**config.mk**
```make
export PLATFORM = sky130hd
export DESIGN_NAME = sslp_status_pins
export DESIGN_NICKNAME = d
export VERILOG_FILES = /design/src/rtl/sslp_pkg.sv /design/src/rtl/sslp_event_mux.sv /design/src/rtl/sslp_status_pins.sv
export SDC_FILE = /design/constraint.sdc
export NUM_CORES = 1
export LEC_CHECK = 0
export BUFFER_PORTS_ARGS = -buffer_cell sky130_fd_sc_hd__buf_2
export CAP_MARGIN = 25
export CELL_PAD_IN_SITES_DETAIL_PLACEMENT = 2
export CELL_PAD_IN_SITES_GLOBAL_PLACEMENT = 2
export CORE_AREA = 3 3 129 131
export DETAILED_ROUTE_END_ITERATION = 8
export DIE_AREA = 0 0 132 134
export PLACE_DENSITY_LB_ADDON = 0.15
export SLEW_MARGIN = 40
export SYNTH_ARGS = -nofsm -noshare
export SYNTH_HDL_FRONTEND = slang
export SYNTH_HIERARCHICAL = 1
export SYNTH_SLANG_ARGS = --single-unit
```
**constraint.sdc**
```tcl
create_clock -name mclk_in -period 4.2 [get_ports mclk_in]
set_clock_uncertainty 0.1 [all_clocks]
set_input_delay 0.84 -clock mclk_in [delete_from_list [all_inputs] [get_ports mclk_in]]
set_output_delay 0.84 -clock mclk_in [all_outputs]
set_load 0.005 [all_outputs]
```
**src/rtl/sslp_pkg.sv**
```systemverilog
// Purpose: Shared constants and types for the strap-sampling status pin block
// Assumes: Single 100 MHz core clock, synchronous active-low resets
// Notes:   Register offsets are byte addresses on the AXI4-Lite slave
`default_nettype none
package sslp_pkg;

    localparam int unsigned NUM_PINS        = 2;
    localparam int unsigned SEL_W           = 3;
    localparam int unsigned ADDR_W          = 5;

    // Vendor management register holding the event selection, bank zero
    localparam logic [4:0]  EVT_SEL_REG_NUM = 5'h14;
    localparam logic [0:0]  EVT_SEL_BANK    = 1'h0;

    // Register byte offsets
    localparam logic [ADDR_W-1:0] OFF_EVT_SEL = 5'h00;
    localparam logic [ADDR_W-1:0] OFF_STRAP   = 5'h04;
    localparam logic [ADDR_W-1:0] OFF_EVENTS  = 5'h08;
    localparam logic [ADDR_W-1:0] OFF_CTRL    = 5'h0C;

    // Event select field layout: pin n selector at bits [4n+2:4n]
    localparam int unsigned SEL_STRIDE      = 4;
    localparam logic [31:0] EVT_SEL_RESET   = 32'h0000_0010;
    localparam logic [1:0]  STRAP_RESET     = 2'h0;

    // Control register fields
    localparam int unsigned CTRL_SWRST_BIT  = 0;

    // Timing: software reset pulse length
    localparam int unsigned SWRST_TIME_NS   = 100;
    localparam int unsigned CLK_PERIOD_NS   = 10;
    localparam logic [3:0]  SWRST_CYCLES    =
        4'((SWRST_TIME_NS + CLK_PERIOD_NS - 1) / CLK_PERIOD_NS);

    localparam logic [1:0]  AXI_OKAY        = 2'h0;
    localparam logic [1:0]  AXI_SLVERR      = 2'h2;

    typedef enum logic [2:0] {
        SSLP_EVT_LINK     = 3'h0,
        SSLP_EVT_ACTIVITY = 3'h1,
        SSLP_EVT_TX       = 3'h2,
        SSLP_EVT_RX       = 3'h3,
        SSLP_EVT_COL      = 3'h4,
        SSLP_EVT_SPEED    = 3'h5,
        SSLP_EVT_DUPLEX   = 3'h6
    } sslp_evt_t;

    typedef enum logic [1:0] {
        SSLP_ST_STRAP = 2'h0,
        SSLP_ST_DRIVE = 2'h1,
        SSLP_ST_SWRST = 2'h2
    } sslp_state_t;

    // Link status events bundled together
    typedef struct packed {
        logic link;
        logic activity;
        logic tx;
        logic rx;
        logic col;
        logic speed;
        logic duplex;
    } sslp_status_t;

    // Output and enable pair for a two-way pin group
    typedef struct packed {
        logic [NUM_PINS-1:0] o;
        logic [NUM_PINS-1:0] oe;
    } sslp_pin_drv_t;

endpackage : sslp_pkg
`default_nettype wire

```
**src/rtl/sslp_event_mux.sv**
```systemverilog
// Purpose: Picks the link status event shown on one status pin
// Assumes: Selector codes beyond duplex show nothing
// Notes:   Purely combinational
`timescale 1ns/1ns
`default_nettype none
module sslp_event_mux
    import sslp_pkg::*;
(
    // Event inputs
    input  wire sslp_status_t      status_in,
    input  wire logic [SEL_W-1:0]  sel_in,
    // Selected event
    output logic                   active_out
);

    wire sslp_evt_t evt_sel = sslp_evt_t'(sel_in);

    assign active_out = (evt_sel == SSLP_EVT_LINK)     ? status_in.link     :
                        (evt_sel == SSLP_EVT_ACTIVITY) ? status_in.activity :
                        (evt_sel == SSLP_EVT_TX)       ? status_in.tx       :
                        (evt_sel == SSLP_EVT_RX)       ? status_in.rx       :
                        (evt_sel == SSLP_EVT_COL)      ? status_in.col      :
                        (evt_sel == SSLP_EVT_SPEED)    ? status_in.speed    :
                        (evt_sel == SSLP_EVT_DUPLEX)   ? status_in.duplex   :
                        1'b0;

endmodule : sslp_event_mux
`default_nettype wire

```
**src/rtl/sslp_status_pins.sv**
```systemverilog
// Purpose: Strap capture and LED drive for two multi-function pins
// Assumes: Pin inputs synchronous to mclk_in; rstn_in covers power-on
// Notes:   Event select register stands in for vendor register 20
//
// Design decisions made here: the AXI4-Lite register port and the register addresses.
`timescale 1ns/1ns
`default_nettype none
module sslp_status_pins
    import sslp_pkg::*;
(
    // Clock and resets
    input  wire logic                 mclk_in,
    input  wire logic                 rstn_in,
    // Status strap pins, split three ways
    input  wire logic [NUM_PINS-1:0]  status_strap_pin_in,
    output logic      [NUM_PINS-1:0]  status_strap_pin_out,
    output logic      [NUM_PINS-1:0]  status_strap_pin_oe_out,
    // Link status events from the PHY core
    input  wire sslp_status_t         status_in,
    // Strap results and software reset pulse
    output logic      [NUM_PINS-1:0]  mgmt_addr_out,
    output logic                      data_if_tristate_out,
    output logic                      sw_reset_out,
    // AXI4-Lite write address
    input  wire logic                 s_axi_awvalid,
    output logic                      s_axi_awready,
    input  wire logic [ADDR_W-1:0]    s_axi_awaddr,
    // AXI4-Lite write data
    input  wire logic                 s_axi_wvalid,
    output logic                      s_axi_wready,
    input  wire logic [31:0]          s_axi_wdata,
    input  wire logic [3:0]           s_axi_wstrb,
    // AXI4-Lite write response
    output logic                      s_axi_bvalid,
    input  wire logic                 s_axi_bready,
    output logic      [1:0]           s_axi_bresp,
    // AXI4-Lite read address
    input  wire logic                 s_axi_arvalid,
    output logic                      s_axi_arready,
    input  wire logic [ADDR_W-1:0]    s_axi_araddr,
    // AXI4-Lite read data
    output logic                      s_axi_rvalid,
    input  wire logic                 s_axi_rready,
    output logic      [31:0]          s_axi_rdata,
    output logic      [1:0]           s_axi_rresp
);

    ////////////////////////////////////////////////////////////////////////
    // State and registers

    sslp_state_t          state_reg;
    sslp_state_t          state_next;
    logic [NUM_PINS-1:0]  strap_reg;
    logic [31:0]          evt_sel_reg;
    logic [3:0]           swrst_cnt_reg;
    sslp_pin_drv_t        drv_reg;
    sslp_pin_drv_t        drv_next;
    logic                 tristate_reg;
    logic                 swrst_reg;

    logic                 aw_held_reg;
    logic                 w_held_reg;
    logic [ADDR_W-1:0]    aw_addr_reg;
    logic [31:0]          w_data_reg;
    logic [3:0]           w_strb_reg;
    logic                 bvalid_reg;
    logic [1:0]           bresp_reg;
    logic                 rvalid_reg;
    logic [31:0]          rdata_reg;
    logic [1:0]           rresp_reg;
    logic                 awready_reg;
    logic                 wready_reg;
    logic                 arready_reg;

    ////////////////////////////////////////////////////////////////////////
    // Event selection per pin

    logic [NUM_PINS-1:0]  evt_active;

    genvar gi;
    generate
        for (gi = 0; gi < NUM_PINS; gi++) begin : g_pin
            sslp_event_mux u_mux (
                .status_in  (status_in),
                .sel_in     (evt_sel_reg[gi*SEL_STRIDE +: SEL_W]),
                .active_out (evt_active[gi])
            );
        end
    endgenerate

    ////////////////////////////////////////////////////////////////////////
    // Strap and drive sequencing

    wire in_strap  = (state_reg == SSLP_ST_STRAP);
    wire swrst_hit;
    wire swrst_done = (swrst_cnt_reg == 4'h1);

    always_comb begin
        state_next = state_reg;
        case (state_reg)
            SSLP_ST_STRAP: begin
                state_next = SSLP_ST_DRIVE;
            end
            SSLP_ST_DRIVE: begin
                if (swrst_hit) begin
                    state_next = SSLP_ST_SWRST;
                end
            end
            SSLP_ST_SWRST: begin
                if (swrst_done) begin
                    state_next = SSLP_ST_DRIVE;
                end
            end
            default: begin
                state_next = SSLP_ST_DRIVE;
            end
        endcase
    end

    // Lit level is the inverse of the strap; dark level equals it
    always_comb begin
        drv_next.o  = strap_reg ^ evt_active;
        drv_next.oe = {NUM_PINS{1'b1}};
        if (in_strap) begin
            drv_next.o  = strap_reg;
            drv_next.oe = '0;
        end
    end

    always_ff @(posedge mclk_in) begin
        if (!rstn_in) begin
            state_reg <= SSLP_ST_STRAP;
            drv_reg   <= '0;
        end else begin
            state_reg <= state_next;
            drv_reg   <= drv_next;
        end
    end

    // Captured at the first edge after release; only hardware reset gets here
    always_ff @(posedge mclk_in) begin
        if (!rstn_in) begin
            strap_reg    <= STRAP_RESET;
            tristate_reg <= 1'b0;
        end else if (in_strap) begin
            strap_reg    <= status_strap_pin_in;
            tristate_reg <= (status_strap_pin_in == '0);
        end
    end

    always_ff @(posedge mclk_in) begin
        if (!rstn_in) begin
            swrst_cnt_reg <= '0;
            swrst_reg     <= 1'b0;
        end else if (swrst_hit && !in_strap) begin
            swrst_cnt_reg <= SWRST_CYCLES;
            swrst_reg     <= 1'b1;
        end else if (swrst_cnt_reg != '0) begin
            swrst_cnt_reg <= swrst_cnt_reg - 4'h1;
            swrst_reg     <= !swrst_done;
        end
    end

    assign status_strap_pin_out    = drv_reg.o;
    assign status_strap_pin_oe_out = drv_reg.oe;
    assign mgmt_addr_out           = strap_reg;
    assign data_if_tristate_out    = tristate_reg;
    assign sw_reset_out            = swrst_reg;

    ////////////////////////////////////////////////////////////////////////
    // AXI4-Lite write path

    wire aw_take   = s_axi_awvalid && s_axi_awready;
    wire w_take    = s_axi_wvalid && s_axi_wready;
    wire aw_have   = aw_held_reg || aw_take;
    wire w_have    = w_held_reg || w_take;
    wire wr_fire   = aw_have && w_have && !bvalid_reg;
    // Next handshake state, so the ready outputs can come from flops
    wire aw_held_next = aw_have && !wr_fire;
    wire w_held_next  = w_have && !wr_fire;
    wire bvalid_next  = wr_fire || (bvalid_reg && !s_axi_bready);
    wire [ADDR_W-1:0] wr_addr = aw_held_reg ? aw_addr_reg : s_axi_awaddr;
    wire [31:0]       wr_data = w_held_reg ? w_data_reg : s_axi_wdata;
    wire [3:0]        wr_strb = w_held_reg ? w_strb_reg : s_axi_wstrb;
    wire wr_sel    = wr_fire && (wr_addr == OFF_EVT_SEL);
    wire wr_ctrl   = wr_fire && (wr_addr == OFF_CTRL);
    wire wr_ok     = (wr_addr == OFF_EVT_SEL) || (wr_addr == OFF_CTRL)
                  || (wr_addr == OFF_STRAP) || (wr_addr == OFF_EVENTS);
    assign swrst_hit = wr_ctrl && wr_strb[0] && wr_data[CTRL_SWRST_BIT];

    assign s_axi_awready = awready_reg;
    assign s_axi_wready  = wready_reg;
    assign s_axi_bvalid  = bvalid_reg;
    assign s_axi_bresp   = bresp_reg;

    always_ff @(posedge mclk_in) begin
        if (!rstn_in) begin
            aw_held_reg <= 1'b0;
            w_held_reg  <= 1'b0;
            aw_addr_reg <= '0;
            w_data_reg  <= '0;
            w_strb_reg  <= '0;
        end else begin
            aw_held_reg <= aw_held_next;
            w_held_reg  <= w_held_next;
            if (aw_take) begin
                aw_addr_reg <= s_axi_awaddr;
            end
            if (w_take) begin
                w_data_reg <= s_axi_wdata;
                w_strb_reg <= s_axi_wstrb;
            end
        end
    end

    // Readies loaded with what a live decode would show next; same timing
    always_ff @(posedge mclk_in) begin
        if (!rstn_in) begin
            awready_reg <= 1'b1;
            wready_reg  <= 1'b1;
        end else begin
            awready_reg <= !aw_held_next && !bvalid_next;
            wready_reg  <= !w_held_next && !bvalid_next;
        end
    end

    // Software reset leaves the selection alone; only hardware reset reloads its default, EVT_SEL_RESET
    always_ff @(posedge mclk_in) begin
        if (!rstn_in) begin
            evt_sel_reg <= EVT_SEL_RESET;
        end else if (wr_sel) begin
            for (int b = 0; b < 4; b++) begin
                if (wr_strb[b]) begin
                    evt_sel_reg[b*8 +: 8] <= wr_data[b*8 +: 8];
                end
            end
        end
    end

    always_ff @(posedge mclk_in) begin
        if (!rstn_in) begin
            bvalid_reg <= 1'b0;
            bresp_reg  <= AXI_OKAY;
        end else if (wr_fire) begin
            bvalid_reg <= 1'b1;
            bresp_reg  <= wr_ok ? AXI_OKAY : AXI_SLVERR;
        end else if (s_axi_bready) begin
            bvalid_reg <= 1'b0;
        end
    end

    ////////////////////////////////////////////////////////////////////////
    // AXI4-Lite read path

    wire ar_take = s_axi_arvalid && s_axi_arready;
    wire rvalid_next = ar_take || (rvalid_reg && !s_axi_rready);
    wire [31:0] rd_word =
        (s_axi_araddr == OFF_EVT_SEL) ? evt_sel_reg :
        (s_axi_araddr == OFF_STRAP)   ? {29'h0, tristate_reg, strap_reg} :
        (s_axi_araddr == OFF_EVENTS)  ? {25'h0, status_in} :
        (s_axi_araddr == OFF_CTRL)    ? {31'h0, swrst_reg} :
        32'h0000_0000;
    wire rd_ok = (s_axi_araddr == OFF_EVT_SEL) || (s_axi_araddr == OFF_STRAP)
              || (s_axi_araddr == OFF_EVENTS) || (s_axi_araddr == OFF_CTRL);

    assign s_axi_arready = arready_reg;
    assign s_axi_rvalid  = rvalid_reg;
    assign s_axi_rdata   = rdata_reg;
    assign s_axi_rresp   = rresp_reg;

    always_ff @(posedge mclk_in) begin
        if (!rstn_in) begin
            rvalid_reg <= 1'b0;
            rdata_reg  <= '0;
            rresp_reg  <= AXI_OKAY;
        end else if (ar_take) begin
            rvalid_reg <= 1'b1;
            rdata_reg  <= rd_word;
            rresp_reg  <= rd_ok ? AXI_OKAY : AXI_SLVERR;
        end else if (s_axi_rready) begin
            rvalid_reg <= 1'b0;
        end
    end

    // Refuse a new read while the answer is still pending
    always_ff @(posedge mclk_in) begin
        if (!rstn_in) begin
            arready_reg <= 1'b1;
        end else begin
            arready_reg <= !rvalid_next;
        end
    end

endmodule : sslp_status_pins
`default_nettype wire

```
==> flow_metrics.env <==
export IMPL_num_rows=46
export IMPL_yosysSeqAreaShare=0.456
export IMPL_grt_pass1_vias=4991
export IMPL_clockRootBuffer="clkbuf_16"
export IMPL_synth_area_um2=5570
export IMPL_grt_antenna_before_repair=0
export IMPL_switchingPower_w=0.000774
export IMPL_finalMaxSlewViolations=0
export IMPL_cts_tree="yes"
export IMPL_postSynthAreaPerCell_um2=9.32
export IMPL_ff_latch_area_um2=2540
export IMPL_dr_first_iter_drc_count=219
export IMPL_syn_inst=598
export IMPL_clk_latency_ps=420
export IMPL_clk_pin_slew_ps=60
export IMPL_final_common_cell="nand2_1"
export IMPL_synth_top_cell_area_share=0.456
export IMPL_pwr_share_clk=0.511
export IMPL_critPathBufInv=1
export IMPL_numCtsBuffers=17
export IMPL_critPathTopFamily="simple AND/OR/NAND/NOR gates"
export IMPL_reg2reg_from="aw_held_reg$_SDFF_PN0_"
export IMPL_drc=0
export IMPL_clock_sinks=127
export IMPL_cts_htree_levels=4
export IMPL_grt_util_all_layers=0.200
export IMPL_crit_path_end_kind="flop"
export IMPL_finalSetupTns_ps=0
export IMPL_swShare=0.239
export IMPL_multiInputGateArea_um2=2850
export IMPL_layout_worst_path_cycle_share=0.551
export IMPL_synth_area_leaders="dfxtp_1, nand2_1, mux2i_1"
export IMPL_dp_hpwl_um=12000
export IMPL_layout_common_cells="nand2_1, dfxtp_1, buf_2"
export IMPL_stdcell_area_um2=6950
export IMPL_gp_routability_congestion=0.800
export IMPL_crit_type="in -> reg"
export IMPL_cp_arrival_ps=2540
export IMPL_n_fill_cell=1723
export IMPL_yosys_area_top_type="dfxtp_1"
export IMPL_cts_repair_resized=0
export IMPL_critPathLaunchType="primary input"
export IMPL_cts_hold_buf=0
export IMPL_start_util=0.355
export IMPL_die_h_um=134
export IMPL_synth_seq_cells=127
export IMPL_max_cap_viol_count=0
export IMPL_crit_cells=5
export IMPL_fmax_mhz=432
export IMPL_grt_overflow=0
export IMPL_ir_drop_v=0.000254
export IMPL_hold_start="w_data_reg[1]$_SDFFE_PN0P_"
export IMPL_portBuffers=108
export IMPL_die_w_um=132
export IMPL_min_path_type="reg -> reg"
export IMPL_grt_pass1_wl_um=28200
export IMPL_first_pass_iters=4
export IMPL_layout_drive_gt1_share=0.276
export IMPL_outcome="complete, no violations"
export IMPL_cp_startpoint="s_axi_awaddr[4]"
export IMPL_post_cts_buffers=0
export IMPL_cellPowerDensity_nw_per_um2=466
export IMPL_vias=4641
export IMPL_grt_max_degree=76
export IMPL_ff2ff_path_depth=4
export IMPL_wl_per_cell_um=19.0
export IMPL_crit_chain="buf_2 -> or4_1 -> a21oi_4 -> nand3_4 -> mux2i_1"
export IMPL_pwr_share_comb=0.096
export IMPL_detail_route_vias_per_cell=5.03
export IMPL_core_area_um2=15700
export IMPL_rsz0062_at_grt="no"
export IMPL_required_ps=4430
export IMPL_max_stage_delay_ps=670
export IMPL_fp_dieArea_um2=17700
export IMPL_ant_nets=0
export IMPL_ios=111
export IMPL_hold_viol=0
export IMPL_setup_viol=0
export IMPL_cp_slowest_cell="or4_1"
export IMPL_yosys_warnings=6
export IMPL_slew_headroom=0.488
export IMPL_p_leak_nw=2.96
export IMPL_n_antenna_cell=0
export IMPL_hold_depth=2
export IMPL_area_delta_synth_final_pct=24.7
export IMPL_drt_total_wl_um=17500
export IMPL_clockBufferDepth=2
export IMPL_critPathMaxFanout=8
export IMPL_finalCriticalPeriod_ps=2320
export IMPL_tightest_slew_ps=762
export IMPL_placed_cell_area_um2=6280
export IMPL_seqPwrFrac=0.394
export IMPL_power_internal_w=0.00246
export IMPL_ys_types=43
export IMPL_layout_nets=756
power groups by stage:
stage / clock network [W] / registers (W) / logic [W]
floorplan: 0 / 0.00129 / 0.000198
global placement: 0 / 0.00130 / 0.000295
detailed placement: 0 / 0.00130 / 0.000308
CTS: 0.00168 / 0.00127 / 0.000314
global route: 0.00174 / 0.00128 / 0.000344
finish: 0.00165 / 0.00127 / 0.000310
synth_stat cells, drive strengths merged:
library cell and number:
clkbuf 27, or3 1, nor2b 33, nor3 6, and2 7, and3 2, o31ai 5, mux2 36
a21boi 45, a211oi 2, or4 3, nor4 1, nand4 2, nand2b 3, o21a 1, buf 12
mux2i 45, mux4 2, or3b 1, o2bb2ai 2, nand3 12, xnor2 2, a21oi 8, o21ai 7
dfxtp 127, or2 1, nor2 2, a22oi 29, nor3b 3, nand2 158, nor4bb 1, inv 4
conb 1, nand3b 5, a41oi 1, or4b 1
worst reg2reg max path, delay by kind of cell, from the launching register on:
kind,cells,cell delay [ps]
mux,1,290
flops,1,440
compound gates,1,540
simple gates,2,720
logic make-up (layout without fill, tap and decap cells):
kind of cell	Yosys count	in the layout	share of synthesized area
other	1	2	0.000673
buffers and inverters	43	151	0.0339
xor gates and xnor gates	2	2	0.00314
muxes	83	83	0.162
AOI/OAI and AO/OA	100	100	0.134
DFF	127	127	0.456
and+or+nand+nor	242	242	0.211
layout make-up:
| cell class | instances | share of cell area |
|---|---|---|
| Timing Repair Buffer | 115 | 0.0881 |
| Inverter | 4 | 0.00216 |
| Tap cell | 216 | 0.0389 |
| Multi-Input combinational cell | 429 | 0.410 |
| Clock buffer | 19 | 0.0652 |
| Sequential cell | 127 | 0.366 |
| Clock inverter | 13 | 0.0301 |
final timing paths:
path	end	slack, ps
worst max register to register	evt_sel_reg[26]$_SDFFE_PN0P_	2020
worst max-delay path	evt_sel_reg[26]$_SDFFE_PN0P_	1880
worst min-delay path	w_data_reg[1]$_SDFFE_PN0P_	360
worst min register to register	w_data_reg[1]$_SDFFE_PN0P_	360
routing by layer:
layer,global-route usage,part of all wire,wire [um],vias up
met5,0,0,0,-
met4,0.0461,0.0067,118,0
met3,0.0446,0.041,715,9
met2,0.325,0.47,8180,93
met1,0.274,0.49,8530,2296
li1,-,-,-,2243
per-stage QoR:
step                      total power, W  hold WS [ps]  std cells   util  worst slack [ps]
after global placement           0.00159           345        890  0.399              1370
after CTS                        0.00327           366        923  0.442              1890
final                            0.00324           362        923  0.442              1880
after floorplan                  0.00149           337        599      -              1860
after detailed placement         0.00161           358        891  0.400              1510
after global routing             0.00337           394        923  0.442              1810
(Power assumes the default switching activity.)
